===== src/common/flash_seq_pkg.sv =====
// constants for the longword flash command sequencer
package flash_seq_pkg;
    localparam int ADDR_W = 18;
    localparam int REGION_W = 5;
    localparam int INFO_ADDR_W = 8;
    localparam int WORD_LSB = 2;
    localparam logic [7:0] CMD_PROGRAM_LONGWORD = 8'h06;
    localparam logic [7:0] CMD_PROGRAM_SECTION = 8'h0B;
    localparam logic [7:0] CMD_SWAP = 8'h46;
    localparam logic [7:0] CMD_PROGRAM_ONCE = 8'h43;
    localparam logic [7:0] CMD_ERASE_SECTOR = 8'h09;
    localparam logic [INFO_ADDR_W-1:0] ONCE_FIRST = 8'hC0;
    localparam logic [31:0] ERASED_WORD = 32'hFFFF_FFFF;
    localparam int PROG_CYCLES = 4;
    typedef enum logic [1:0] {
        ST_IDLE,
        ST_BUSY,
        ST_DONE
    } seq_state_t;
endpackage


===== src/core/flash_busy_timer.sv =====
// down counter timing one array operation
`timescale 1ns/10ps
module flash_busy_timer #(
    parameter int CYCLES = 4
) (
    // clock and reset
    input wire logic sys_clk,
    input wire logic rst_n,
    // control
    input wire logic start,
    output logic expired
);
    localparam int CNT_W = $clog2(CYCLES + 1);
    logic [CNT_W-1:0] count_ff;
    logic [CNT_W-1:0] nxt_count;
    always_comb begin
        nxt_count = count_ff;
        if (start) begin
            nxt_count = CNT_W'(CYCLES);
        end else if (count_ff != '0) begin
            nxt_count = count_ff - CNT_W'(1);
        end
    end
    always_ff @(posedge sys_clk or negedge rst_n) begin
        if (!rst_n) begin
            count_ff <= '0;
        end else begin
            count_ff <= nxt_count;
        end
    end
    assign expired = (count_ff == CNT_W'(1));
endmodule


===== src/core/flash_longword_sequencer.sv =====
// longword program sequencer for a single-block flash array
`timescale 1ns/10ps
module flash_longword_sequencer #(
    parameter int PROG_CYCLES = flash_seq_pkg::PROG_CYCLES
) (
    // clock and reset
    input wire logic sys_clk,
    input wire logic rst_n,
    // command launch
    input wire logic launch,
    input wire logic [7:0] flash_command_code,
    input wire logic [flash_seq_pkg::ADDR_W-1:0] cmd_addr,
    input wire logic [31:0] cmd_data,
    input wire logic [31:0] protect_mask,
    input wire logic fetch_active,
    input wire logic clear_errors,
    // status
    output logic busy,
    output logic done,
    output logic access_error,
    output logic protect_error,
    // array write port
    output logic array_we,
    output logic array_info,
    output logic [flash_seq_pkg::ADDR_W-1:0] array_addr,
    output logic [31:0] array_wdata
);
    flash_seq_pkg::seq_state_t state_ff, nxt_state;
    logic busy_ff, nxt_busy;
    logic done_ff, nxt_done;
    logic acc_ff, nxt_acc;
    logic prot_ff, nxt_prot;
    logic we_ff, nxt_we;
    logic info_ff, nxt_info;
    logic [flash_seq_pkg::ADDR_W-1:0] addr_ff, nxt_addr;
    logic [31:0] wdata_ff, nxt_wdata;
    logic timer_start;
    logic timer_expired;
    logic [flash_seq_pkg::REGION_W-1:0] region;
    logic [flash_seq_pkg::INFO_ADDR_W-1:0] info_off;
    // decoded command and refusal causes
    logic is_prog, is_once, is_erase, bad_code;
    logic resv_off, in_prot;
    logic take, accept;
    logic set_acc, set_prot;
    logic end_write;
    logic [flash_seq_pkg::ADDR_W-1:0] word_addr;
    logic [flash_seq_pkg::ADDR_W-1:0] info_addr;

    // busy interval timer
    flash_busy_timer #(
        .CYCLES(PROG_CYCLES)
    ) u_timer (
        .sys_clk(sys_clk),
        .rst_n(rst_n),
        .start(timer_start),
        .expired(timer_expired)
    );

    // top five address bits pick one of 32 regions
    assign region = cmd_addr[flash_seq_pkg::ADDR_W-1 -:
        flash_seq_pkg::REGION_W];
    assign info_off = cmd_addr[flash_seq_pkg::INFO_ADDR_W-1:0];

    // command decode; a launch is taken only in idle
    always_comb begin
        is_prog = 1'b0;
        is_once = 1'b0;
        is_erase = 1'b0;
        bad_code = 1'b0;
        unique case (flash_command_code)
            flash_seq_pkg::CMD_PROGRAM_LONGWORD: begin
                is_prog = 1'b1;
            end
            flash_seq_pkg::CMD_PROGRAM_ONCE: begin
                is_once = 1'b1;
            end
            flash_seq_pkg::CMD_ERASE_SECTOR: begin
                is_erase = 1'b1;
            end
            // 0x0B, 0x46, emulation RAM and the rest
            default: begin
                bad_code = 1'b1;
            end
        endcase
        resv_off = is_once &&
            (info_off < flash_seq_pkg::ONCE_FIRST);
        in_prot = (is_prog || is_erase) && protect_mask[region];
        take = launch && (state_ff == flash_seq_pkg::ST_IDLE);
        // a launch while code is fetched is refused with an access error
        set_acc = take && (fetch_active || bad_code || resv_off);
        set_prot = take && !fetch_active && in_prot;
        accept = take && !set_acc && !set_prot;
        end_write = (state_ff == flash_seq_pkg::ST_BUSY) && timer_expired;
        word_addr = cmd_addr;
        word_addr[flash_seq_pkg::WORD_LSB-1:0] = '0;
        info_addr = '0;
        info_addr[flash_seq_pkg::INFO_ADDR_W-1:0] = info_off;
        info_addr[flash_seq_pkg::WORD_LSB-1:0] = '0;
    end

    // sticky error flags; a new error in the clearing cycle wins
    always_comb begin
        nxt_acc = acc_ff;
        nxt_prot = prot_ff;
        if (clear_errors) begin
            nxt_acc = 1'b0;
            nxt_prot = 1'b0;
        end
        if (set_acc) begin
            nxt_acc = 1'b1;
        end
        if (set_prot) begin
            nxt_prot = 1'b1;
        end
    end

    always_ff @(posedge sys_clk or negedge rst_n) begin
        if (!rst_n) begin
            acc_ff <= 1'b0;
            prot_ff <= 1'b0;
        end else begin
            acc_ff <= nxt_acc;
            prot_ff <= nxt_prot;
        end
    end

    // sequence state, busy level and done pulse
    always_comb begin
        nxt_state = state_ff;
        nxt_busy = busy_ff;
        nxt_done = 1'b0;
        timer_start = 1'b0;
        unique case (state_ff)
            flash_seq_pkg::ST_IDLE: begin
                if (accept) begin
                    nxt_busy = 1'b1;
                    timer_start = 1'b1;
                    nxt_state = flash_seq_pkg::ST_BUSY;
                end
            end
            flash_seq_pkg::ST_BUSY: begin
                if (timer_expired) begin
                    nxt_state = flash_seq_pkg::ST_DONE;
                end
            end
            flash_seq_pkg::ST_DONE: begin
                nxt_busy = 1'b0;
                nxt_done = 1'b1;
                nxt_state = flash_seq_pkg::ST_IDLE;
            end
            default: begin
                nxt_state = flash_seq_pkg::ST_IDLE;
                nxt_busy = 1'b0;
            end
        endcase
    end

    always_ff @(posedge sys_clk or negedge rst_n) begin
        if (!rst_n) begin
            state_ff <= flash_seq_pkg::ST_IDLE;
            busy_ff <= 1'b0;
            done_ff <= 1'b0;
        end else begin
            state_ff <= nxt_state;
            busy_ff <= nxt_busy;
            done_ff <= nxt_done;
        end
    end

    // write port: loaded on accept, strobed once the timer runs out
    always_comb begin
        nxt_we = end_write;
        nxt_info = info_ff;
        nxt_addr = addr_ff;
        nxt_wdata = wdata_ff;
        if (accept) begin
            // one aligned 32-bit word per command
            nxt_info = is_once;
            nxt_addr = word_addr;
            nxt_wdata = cmd_data;
            if (is_once) begin
                nxt_addr = info_addr;
            end
            if (is_erase) begin
                nxt_wdata = flash_seq_pkg::ERASED_WORD;
            end
        end
    end

    always_ff @(posedge sys_clk or negedge rst_n) begin
        if (!rst_n) begin
            we_ff <= 1'b0;
            info_ff <= 1'b0;
            addr_ff <= '0;
            wdata_ff <= '0;
        end else begin
            we_ff <= nxt_we;
            info_ff <= nxt_info;
            addr_ff <= nxt_addr;
            wdata_ff <= nxt_wdata;
        end
    end

    // outputs straight from the registers
    assign busy = busy_ff;
    assign done = done_ff;
    assign access_error = acc_ff;
    assign protect_error = prot_ff;
    assign array_we = we_ff;
    assign array_info = info_ff;
    assign array_addr = addr_ff;
    assign array_wdata = wdata_ff;
endmodule


===== config.mk =====
export PLATFORM = sky130hd
export DESIGN_NAME = flash_longword_sequencer
export DESIGN_NICKNAME = d
export VERILOG_FILES = /design/src/common/flash_seq_pkg.sv /design/src/core/flash_busy_timer.sv /design/src/core/flash_longword_sequencer.sv
export SDC_FILE = /design/constraint.sdc
export NUM_CORES = 1
export LEC_CHECK = 0
export BUFFER_PORTS_ARGS = -buffer_cell sky130_fd_sc_hd__buf_2
export CAP_MARGIN = 10
export CORE_AREA = 2 2 98 100
export CTS_CLUSTER_SIZE = 20
export DETAILED_ROUTE_END_ITERATION = 12
export DIE_AREA = 0 0 100 102
export PLACE_DENSITY = 0.8
export RECOVER_POWER = 25
export SYNTH_ARGS = -nofsm -noshare
export SYNTH_HDL_FRONTEND = slang
export SYNTH_SLANG_ARGS = --single-unit
export TNS_END_PERCENT = 50

===== constraint.sdc =====
create_clock -name sys_clk -period 1.8 [get_ports sys_clk]
set_clock_uncertainty 0.05 [all_clocks]
set_input_delay 0.27 -clock sys_clk [delete_from_list [all_inputs] [get_ports sys_clk]]
set_output_delay 0.27 -clock sys_clk [all_outputs]
set_load 0.05 [all_outputs]

# After elaboration in Yosys (flattened, before gate mapping)
# Cells that the tools add are included.
# totals
ff_bits,61
inputBits,95
out_inout_bits,56
elab_cells,66
# op_classes
addsub,1
order_cmp,2
n_eq_ne,8
n_mux,21
n_bitwise,1
n_reduce_logical,23
# op_table
cell,count
32-bit two-way mux,1
18-bit two-way mux,1
1-bit two-way mux,12
1-bit logical AND,9
"8-bit by 3-bit == test with 1-bit output, second input constant",1
"8-bit by 4-bit == test with 1-bit output, second input constant",1
"8-bit by 7-bit == test with 1-bit output, second input constant",1
"8-bit < comparator, second input constant",1
"5-bit by 6-bit < comparator with 1-bit output, second input constant",1
3-bit two-way mux,2
2-bit nonzero test,3
1-bit binary-select mux with 5-bit select,1
2-bit two-way mux,2
"2-bit != test, second input constant",2
2-bit case mux with 2 select lines,1
2-bit AND reduction,2
"3-bit by 1-bit == test with 1-bit output, second input constant",1
1-bit zero test,3
1-bit logical OR,3
3-bit nonzero test,1
3-bit OR reduction,1
"3-bit by 1-bit subtractor with 3-bit output, second input constant",1
"2-bit by 1-bit == test with 1-bit output, second input constant",1
"2-bit == test, second input constant",1
3 further kinds,3

# Depth between registers and ports, before layout
# Gate-level depths: netlist (run 1).
# logic_depth
word_depth,12
mapped_depth,7
mapped_depth_nobuf,5

# Cells and area by module
# A second synthesis (run 1) with hierarchy kept.
# unflattened
cells_unflattened,371
hier_area_um2,3588.4
# modules_own_cells
module,instances,cells_each,area_per_inst_um2,seq_area_each_um2
flash_longword_sequencer,1,353,3390.8,1401.3
flash_busy_timer,1,18,197.7,75.1

# Worst setup path after synthesis (run 1)
# No wires, ideal clock.
# synth_timing
path_type,in2reg
startpoint,input cmd_addr[13] (netlist name)
endpoint,register addr_ff (netlist bit array_addr[6])
setup_ps,125
arrival_time_ps,1990
t_required_ps,1625
setup_slack_ps,-365
cell_stages,7
n_path_buf,2
cell_sequence,buf_6 > mux4_2 > o22ai_1 > o211a_2 > o311ai_4 > buf_6 > mux2_4
# synth_via
elab_chain_len,6
# synth_rtl
element,line,text
start: declaration,flash_longword_sequencer.sv:12,"input wire logic [flash_seq_pkg::ADDR_W-1:0] cmd_addr,"
1-bit binary-select mux with 5-bit select,flash_longword_sequencer.sv:88,in_prot = (is_prog || is_erase) && protect_mask[region];
1-bit two-way mux (implied by the code),flash_longword_sequencer.sv:88,
1-bit logical AND,flash_longword_sequencer.sv:88,
1-bit logical AND,flash_longword_sequencer.sv:92,set_prot = take && !fetch_active && in_prot;
1-bit zero test,flash_longword_sequencer.sv:93,accept = take && !set_acc && !set_prot;
1-bit logical AND,flash_longword_sequencer.sv:93,
end signal: assignment,flash_longword_sequencer.sv:200,addr_ff <= nxt_addr;
end: declaration,flash_longword_sequencer.sv:35,"logic [flash_seq_pkg::ADDR_W-1:0] addr_ff, nxt_addr;"
# Every way passes these cells. The select of a mux whose other input is x is not followed.
# A chain may end at the register's enable or synchronous reset.

# Final worst setup path (run 1)
# layout_timing
startpoint,input cmd_addr[13] (netlist name)
endpoint,register addr_ff (netlist bit array_addr[5])
# The elaborated chain is that of the path after synthesis.

==> flow_summary.toml, run 1 <==
[outcome]
status = "finished, violations left"
violations = "negative setup slack"

[drt]
wl_microns = 10900
num_vias = 3585
wire_per_inst_microns = 16.70
ant_nets = 0
first_pass_iters = 4
drc = 0
drt_iter0_markers = 152
viasPerCell = 5.490

[power_and_ir_drop]
fin_total_pwr_w = 0.003633
p_sw_frac = 0.3290
p_comb_frac = 0.277
p_leak_nw = 2.512
power_density_nw_per_um2 = 696.4
p_clk_frac = 0.310
pwr-share-seq = 0.413
p_sw_w = 0.001195
ir_worst_vdd_uv = 359.6
intPower_w = 0.002438

[worst_setup_path]
worstPathMaxFanout = 6
crit_required_ns = 1.97
worst_setup_path_end_kind = "flip-flop"
critPathArrivalTime_ns = 2.07
critPathKind = "primary input to flip-flop"
start_kind = "primary input"
r2r_cells = 6

[floorplanning]
ioPinCount = 151
die_h_microns = 102
fp-row-count = 35
core_area_sq_um = 9109
dieWidth_microns = 100
start_util = 0.3923
dieArea_sq_um = 10200

[min_path]
hp-class = "primary input to flip-flop"
hold-path-cell-count = 2

[grt]
grt_start_max_net_pins = 60
grt_overflow = 0
grt_usage = 0.2119
grt_first_pass_wirelength_microns = 17130
antenna_found_initial = 0
grt_pass1_vias = 3529

[synthesis]
synth_area_per_cell_sq_um = 9.710
yosys_warnings = 0
ys_types = 40
synthCells = 368
synthFlopType = "dfrtp_1"
ys_ff_latch = 59
yosysSeqAreaShare = 0.4132
synth_edf_count = 0
netlist_area_sq_um = 3573
async_reset_ff_frac = 1.000

[cts]
clk_pin_slew_ns = 0.07
cts_tree = "yes"
insertion_delay_ns = 0.33
cts_num_sinks = 59
clock_path_buffers = 2
htree_num_levels = 3
numCtsBuffers = 9
cts_root_buffer = "clkbuf_8"

[timing]
slew_viol_final = 0
fin_crit_sh = 1.058
setup_slack_ns = -0.1037
fin_crit_ns = 1.904
timing.hold.ws_ns = 0.1172
hold_viol = 0
rsz0062_at_grt = "true"
fmax_ghz = 0.5253
setup_violations = 24
timing.setup.tns_ns = -1.398
relSlewSlack = 0.4418
tightest_slew_ns = 0.8374

[finish]
syn_to_final_growth_pct = 46.01
fin_nets = 636
layout-drive-gt1-share = 0.5018
diodes = 0
layout_common_cells = "buf_2 (144), dfrtp_1 (59), inv_1 (47)"
mostFrequentLayoutCell = "buf_2"
postLayoutCellArea_sq_um = 5218

[placement]
place_congestion = 0.8062
dp_slack_ns = -0.6923
portBuffers = 146
hpwl_microns = 7329
placed_cell_area_sq_um = 4627

[run]
max-cap-violations = 0
what timing repair did:
item | in CTS | in global routing
gates resized for setup | 33 | 34
buffers inserted | 4 | 5
gates cloned | 2 | 2
hold endpoints to repair | 59 | 0
pin swaps | 9 | 17
hold buffers | 1 | 0
endpoints found under the setup margin | 55 | 48
layer usage:
layer	wire (microns)	up-vias	track usage
met5	0	-	0
met4	131	0	0.07376
met3	717	10	0.06088
met2	5647	126	0.3628
met1	4407	1751	0.2576
li1	-	1698	-
Yosys cell counts, types with 2 or more instances:
cell | count | area [sq um]
mux2i_1 | 12 | 120.1
and3b_1 | 2 | 17.52
clkbuf_1 | 30 | 112.6
nor3b_1 | 5 | 37.54
nor2b_1 | 2 | 12.51
buf_4 | 4 | 30.03
inv_1 | 47 | 176.4
or4_1 | 32 | 240.2
mux4_2 | 4 | 90.09
dfrtp_1 | 59 | 1476
nand2b_1 | 7 | 43.79
mux2_4 | 2 | 30.03
mux2_2 | 10 | 112.6
nor2_1 | 2 | 7.510
buf_2 | 3 | 15.01
nand3b_1 | 32 | 240.2
buf_6 | 2 | 22.52
ha_1 | 3 | 37.54
nor4_1 | 34 | 212.7
o21ai_0 | 4 | 20.02
a22oi_1 | 32 | 240.2
o22ai_1 | 3 | 18.77
nand2_1 | 19 | 71.32
and2_1 | 2 | 12.51
worst max-delay path, stage by stage:
cell and delay [ns]:
buf_12 0.12, mux4_2 0.34, mux2i_2 0.07, o221a_4 0.33, buf_12 0.13, o311ai_4 0.31, buf_4 0.20, mux2_4 0.30
final timing paths:
check | from | end | slack, ns
hold reg to reg | array_info$_DFFE_PN0P_ | array_info$_DFFE_PN0P_ | 0.43
setup reg to reg | state_ff[1]$_DFFE_PN0P_ | array_wdata[10]$_DFFE_PN0P_ | -0.02
hold / removal | cmd_addr[2] | array_addr[2]$_DFFE_PN0P_ | 0.12
max in group asynchronous | rst_n | array_wdata[24]$_DFFE_PN0P_ | 0.51
setup / recovery | cmd_addr[13] | array_addr[5]$_DFFE_PN0P_ | -0.10
min in group asynchronous | rst_n | busy$_DFFE_PN0P_ | 0.63
cell families (layout without fill, tap and decap cells):
group | count (synthesis) | count (layout) | synth area share
AO/OA/AOI/OAI | 50 | 51 | 0.1117
multiplexers | 29 | 29 | 0.1061
other | 1 | 2 | 0.001049
XOR/XNOR | 1 | 1 | 0.002451
AND/OR/NAND/NOR | 139 | 139 | 0.2553
adder cells (fa/ha/maj) | 3 | 3 | 0.01051
buffers and inverters | 86 | 258 | 0.09979
flip-flops | 59 | 59 | 0.4132
state kept, by name (all words and copies together) (netlist names):
name,cells
access_error,1
array_addr,16
array_info,1
array_wdata,32
array_we,1
busy,1
done,1
protect_error,1
state_ff,2
u_timer.count_ff,3
area by class of cell:
type / count / area [sq um]
Clock buffer: 13 / 168.9
Clock inverter: 2 / 10.01
Fill cell: 813 / 3891
Inverter: 47 / 176.4
Multi-Input combinational cell: 225 / 2009
Sequential cell: 59 / 1476
Tap cell: 111 / 138.9
Timing Repair Buffer: 196 / 1237
power by group through the flow:
stage	registers, W	logic, W	clock network, W
2_1_floorplan	0.00173	0.000402	0
6_report	0.00150	0.00101	0.00113
4_1_cts	0.00150	0.000980	0.00115
3_3_place_gp	0.00152	0.000899	0
3_5_place_dp	0.00152	0.000936	0
5_1_grt	0.00151	0.00110	0.00121
through the flow:
step / instances / utilization
global route: 653 / 0.5728
floorplan: 369 / -
CTS: 647 / 0.5518
global placement: 625 / 0.5080
detailed placement: 625 / 0.5080
finish: 653 / 0.5728
Power figures use the tool's default switching activity.
==> run 2, diff against run 1 <==
--- a/config.mk
+++ b/config.mk
@@ -11,7 +11,7 @@
 export CTS_CLUSTER_SIZE = 20
 export DETAILED_ROUTE_END_ITERATION = 12
 export DIE_AREA = 0 0 100 102
-export PLACE_DENSITY = 0.8
+export PLACE_DENSITY = 0.79
 export RECOVER_POWER = 25
 export SYNTH_ARGS = -nofsm -noshare
 export SYNTH_HDL_FRONTEND = slang
==> run 2 against run 1 <==
  * The run still ends with negative setup slack left
  * Wire length is 0.28% higher
  * Clock-buffer cell count shrank 3
  * Final area decreased by 0.67%
  * Non-clock buffer count decreased by 3
==> flow_summary.toml, run 2 (same netlist as run 1, synthesis figures left out) <==
[outcome]
status = "finished, violations left"
violations = "negative setup slack"

[power_and_ir_drop]
p_sw_frac = 0.3430
p_comb_frac = 0.285
ir_worst_vdd_uv = 290.5
p_clk_frac = 0.298
p_leak_nw = 2.496
intPower_w = 0.002371
fin_total_pwr_w = 0.003608
pwr-share-seq = 0.417
p_sw_w = 0.001238
power_density_nw_per_um2 = 696.3

[cts]
insertion_delay_ns = 0.34
cts_num_sinks = 59
numCtsBuffers = 9
cts_root_buffer = "clkbuf_8"
cts_tree = "yes"
clk_pin_slew_ns = 0.08
clock_path_buffers = 2
htree_num_levels = 3

[finish]
mostFrequentLayoutCell = "buf_2"
fin_nets = 632
layout_common_cells = "buf_2 (145), dfrtp_1 (59), inv_1 (47)"
syn_to_final_growth_pct = 45.03
diodes = 0
stdcell_count = 649
layout-drive-gt1-share = 0.5019
largest_reg_flops = 32

[worst_setup_path]
worst_setup_path_end_kind = "flip-flop"
r2r_cells = 7
critPathKind = "flip-flop to flip-flop"
start_kind = "flip-flop"
rr_startpoint = "state_ff[0]$_DFFE_PN0P_"
crit_path_start = "state_ff[0]$_DFFE_PN0P_"
worstPathMaxFanout = 12
critPathArrivalTime_ns = 2.00
crit_required_ns = 1.95

[grt]
grt_usage = 0.2048
grt_first_pass_wirelength_microns = 16620
grt_pass1_vias = 3487
grt_start_max_net_pins = 60
gr-usage-met1 = 0.2486
use_met2 = 0.3560
use_met3 = 0.05198
top_usage_layer = "met2"
grt_overflow = 0
antenna_found_initial = 0

[drt]
drc = 0
num_vias = 3583
ant_nets = 0
wl_microns = 10940
wire_per_inst_microns = 16.85
viasPerCell = 5.521
first_pass_iters = 5
drt_iter0_markers = 78

[timing]
slew_viol_final = 0
timing.setup.tns_ns = -0.7472
relSlewSlack = 0.4426
setup_slack_ns = -0.05241
setup_violations = 33
rsz0062_at_grt = "true"
hold_viol = 0
tightest_slew_ns = 0.8362
fin_crit_sh = 1.029
fmax_ghz = 0.5398
timing.hold.ws_ns = 0.1082
fin_crit_ns = 1.852

[run]
max-cap-violations = 0

[placement]
placedCellCount = 629
hpwl_microns = 7463
portBuffers = 146
dp_slack_ns = -0.5534
place_congestion = 0.8205

[floorplanning]
core_area_sq_um = 9109
fp-row-count = 35
start_util = 0.3923
dieArea_sq_um = 10200
die_h_microns = 102
dieWidth_microns = 100
ioPinCount = 151

[min_path]
hold-path-cell-count = 3
holdCritStartpoint = "cmd_addr[9]"
hp-class = "primary input to flip-flop"
## run 2: cell count changes in the layout (fill, tap and decap cells not counted), moves of 2 or more
cell and change:
clkbuf_8 -2, buf_4 -4, clkinvlp_4 +2, or4_4 +5, mux2_4 -4, clkbuf_1 -2
mux2_2 +4, or4_1 -5
## run 2: final timing paths
path	end	slack, ns
setup / recovery	array_wdata[8]$_DFFE_PN0P_	-0.05
min in group asynchronous	state_ff[0]$_DFFE_PN0P_	0.63
max in group asynchronous	array_wdata[26]$_DFFE_PN0P_	0.52
hold reg to reg	protect_error$_DFFE_PN0P_	0.43
setup reg to reg	array_wdata[8]$_DFFE_PN0P_	-0.05
hold / removal	array_addr[9]$_DFFE_PN0P_	0.11
## run 2: final cells by class
| type | instances | area, sq um |
|---|---|---|
| Clock buffer | 10 | 137.6 |
| Clock inverter | 5 | 30.03 |
| Fill cell | 825 | 3926 |
| Inverter | 47 | 176.4 |
| Multi-Input combinational cell | 224 | 1989 |
| Sequential cell | 59 | 1476 |
| Tap cell | 111 | 138.9 |
| Timing Repair Buffer | 193 | 1234 |
## run 2: critical path: stages (launching register included)
cell and delay, ns:
dfrtp_1 0.40, nor3b_2 0.19, buf_4 0.17, nand2_8 0.09
clkbuf_16 0.17, buf_4 0.17, nor4_1 0.39, a22oi_2 0.08
## run 2: per-stage QoR
step	util	cell area, sq um
2_1_floorplan	-	3592
3_3_place_gp	0.5126	4669
3_5_place_dp	0.5126	4669
4_1_cts	0.5396	4915
5_1_grt	0.5690	5182
6_report	0.5690	5182
## run 2: power groups by stage
| stage | sequential, W | combinational, W | clock, W |
|---|---|---|---|
| 2_1_floorplan | 0.00173 | 0.000402 | 0 |
| 4_1_cts | 0.00150 | 0.000978 | 0.00110 |
| 3_3_place_gp | 0.00152 | 0.000916 | 0 |
| 5_1_grt | 0.00151 | 0.00111 | 0.00116 |
| 6_report | 0.00150 | 0.00103 | 0.00108 |
| 3_5_place_dp | 0.00152 | 0.000958 | 0 |
## run 2: what timing repair did
| item | CTS | global route |
|---|---|---|
| setup buffers | 0 | 1 |
| gates cloned | 0 | 3 |
| endpoints found under the setup margin | 54 | 53 |
| hold buffers | 1 | 0 |
| hold endpoints to repair | 59 | 0 |
| pin swaps | 9 | 23 |
| resized for setup | 15 | 47 |
## run 2: layer usage
layer	wire [microns]	vias to the layer above
met5	0	-
met2	5659	126
met3	731	12
met1	4392	1770
met4	153	0
li1	-	1675
==> run 3, diff against run 2 <==
--- a/config.mk
+++ b/config.mk
@@ -7,12 +7,15 @@
 export LEC_CHECK = 0
 export BUFFER_PORTS_ARGS = -buffer_cell sky130_fd_sc_hd__buf_2
 export CAP_MARGIN = 10
-export CORE_AREA = 2 2 98 100
+export CELL_PAD_IN_SITES_DETAIL_PLACEMENT = 2
+export CELL_PAD_IN_SITES_GLOBAL_PLACEMENT = 2
+export CORE_AREA = 2 2 123 125
 export CTS_CLUSTER_SIZE = 20
 export DETAILED_ROUTE_END_ITERATION = 12
-export DIE_AREA = 0 0 100 102
-export PLACE_DENSITY = 0.79
+export DIE_AREA = 0 0 125 127
+export PLACE_DENSITY = 0.82
 export RECOVER_POWER = 25
+export SLEW_MARGIN = 25
 export SYNTH_ARGS = -nofsm -noshare
 export SYNTH_HDL_FRONTEND = slang
 export SYNTH_SLANG_ARGS = --single-unit
==> run 3 against run 2 <==
  * The flow still finishes with violations (negative setup slack)
  * Critical path depth up 1
  * Clock-buffer cell count up 1
  * Register-to-register slack better by 0.03 ns
  * Final cell count up 12%
  * Hold slack better by 0.011 ns
  * Final area up 4.4%
==> flow_summary.toml, run 3 (same netlist as run 1, synthesis figures left out) <==
[outcome]
status = "finished, violations left"
violations = "negative setup slack"

[floorplanning]
ioPinCount = 151
start_util = 0.2477
die_h_microns = 127
fp-row-count = 44
dieWidth_microns = 125
core_area_sq_um = 14420
dieArea_sq_um = 15880

[worst_setup_path]
start_kind = "primary input"
slowest_stage = "or4_4"
worstPathMaxFanout = 33
critPathKind = "primary input to flip-flop"
crit_top_cell = "buf_4"
critPathArrivalTime_ns = 2.03
crit_chain = "buf_2 -> buf_4 -> nand2b_1 -> o22ai_2 -> o211a_4 -> buf_4 -> or4_4 -> a22oi_2"
crit_path_max_incr_delay_ns = 0.52
worst_setup_path_end_kind = "flip-flop"
crit_required_ns = 2.00

[cts]
cts_num_sinks = 59
cts_root_buffer = "clkbuf_16"
insertion_delay_ns = 0.33
htree_num_levels = 3
clock_path_buffers = 2
cts_tree = "yes"
clk_pin_slew_ns = 0.06
numCtsBuffers = 9

[timing]
setup_violations = 10
relSlewSlack = 0.3965
hold_viol = 0
tightest_slew_ns = 0.9053
fin_crit_ns = 1.830
fmax_ghz = 0.5464
setup_slack_ns = -0.03003
fin_crit_sh = 1.017
rsz0062_at_grt = "true"
slew_viol_final = 0

[grt]
use_met2 = 0.3191
top_usage_layer = "met2"
grt_start_max_net_pins = 60
grt_first_pass_wirelength_microns = 22180
use_met3 = 0.04858
antenna_found_initial = 0
gr-usage-met1 = 0.2038
grt_overflow = 0
grt_usage = 0.1753
grt_pass1_vias = 4114

[drt]
viasPerCell = 5.048
wire_per_inst_microns = 19.22
drc = 0
wl_microns = 13990
num_vias = 3675
ant_nets = 0
drt_iter0_markers = 115
first_pass_iters = 4

[placement]
portBuffers = 146
place_congestion = 0.7815
hpwl_microns = 9670
dp_slack_ns = -0.7885

[min_path]
hp-class = "primary input to flip-flop"

[power_and_ir_drop]
power_density_nw_per_um2 = 775.0
ir_worst_vdd_uv = 433.1
p_leak_nw = 2.546
fin_total_pwr_w = 0.004192

[finish]
syn_to_final_growth_pct = 51.37
layout_common_cells = "buf_2 (145), dfrtp_1 (59), inv_1 (47)"
layout-drive-gt1-share = 0.5202
mostFrequentLayoutCell = "buf_2"
final_core_util = 0.3750
fin_nets = 637
diodes = 0
largest_reg_flops = 32

[run]
max-cap-violations = 0
## run 3: changes by cell type in the layout (fill, tap and decap cells not counted), sizes merged
| cell | delta |
|---|---|
| buf | +8 |
| clkbuf | -2 |
## run 3: path summary, 6_finish.rpt
kind	start	to	slack [ns]	depth (start not counted)
max	cmd_addr[14]	array_wdata[11]$_DFFE_PN0P_	-0.03	8
min	cmd_addr[3]	array_addr[3]$_DFFE_PN0P_	0.12	2
max reg2reg	state_ff[0]$_DFFE_PN0P_	array_wdata[11]$_DFFE_PN0P_	-0.02	6
min reg2reg	array_addr[7]$_DFFE_PN0P_	array_addr[7]$_DFFE_PN0P_	0.46	1
max in group asynchronous	rst_n	array_wdata[17]$_DFFE_PN0P_	0.43	3
min in group asynchronous	rst_n	done$_DFF_PN0_	0.63	3
## run 3: what timing repair did
| action | in CTS | in global routing |
|---|---|---|
| setup buffers | 8 | 3 |
| hold buffers | 1 | 0 |
| hold endpoints to repair | 59 | 0 |
| resized for setup | 33 | 39 |
| pin swaps | 14 | 14 |
| setup endpoints to repair | 55 | 43 |
## run 3: per-stage QoR
stage	instances	TNS [ns]	area, sq um	hold WS (ns)
floorplan	369	-10.69	3592	-0.07559
global placement	701	-33.46	4736	0.2556
detailed placement	701	-37.18	4736	0.2653
CTS	725	-0.2273	5229	0.1102
global route	728	-2.490	5409	0.1088
finish	728	-0.1113	5409	0.1193
## run 3: cell type report
class / count / area, sq um
clock buffers: 11 / 252.7
inverters: 47 / 176.4
repair buffers: 198 / 1217
multi-input cells: 224 / 2018
well taps: 184 / 230.2
flip-flops and latches: 59 / 1476
clock inverters: 5 / 37.54
fillers: 1596 / 9015
## run 3: metal layers
layer,routed length (microns),up-vias
li1,-,1688
met1,5648,1874
met2,7380,106
met3,823,7
met4,136,0
met5,0,-
## run 3: critical path: cells and delay by family
family                 cells  cell delay, ns
buffers and inverters      3            0.59
AND/OR/NAND/NOR            2            0.65
AO/OA/AOI/OAI              3            0.50
## run 3: power breakdown
part / total [W] / switching [W] / internal, W
logic: 0.00102 / 0.000620 / 0.000400
clock network: 0.00167 / 0.000658 / 0.00101
registers: 0.00151 / 0.0000789 / 0.00143
total: 0.00419 / 0.00136 / 0.00284
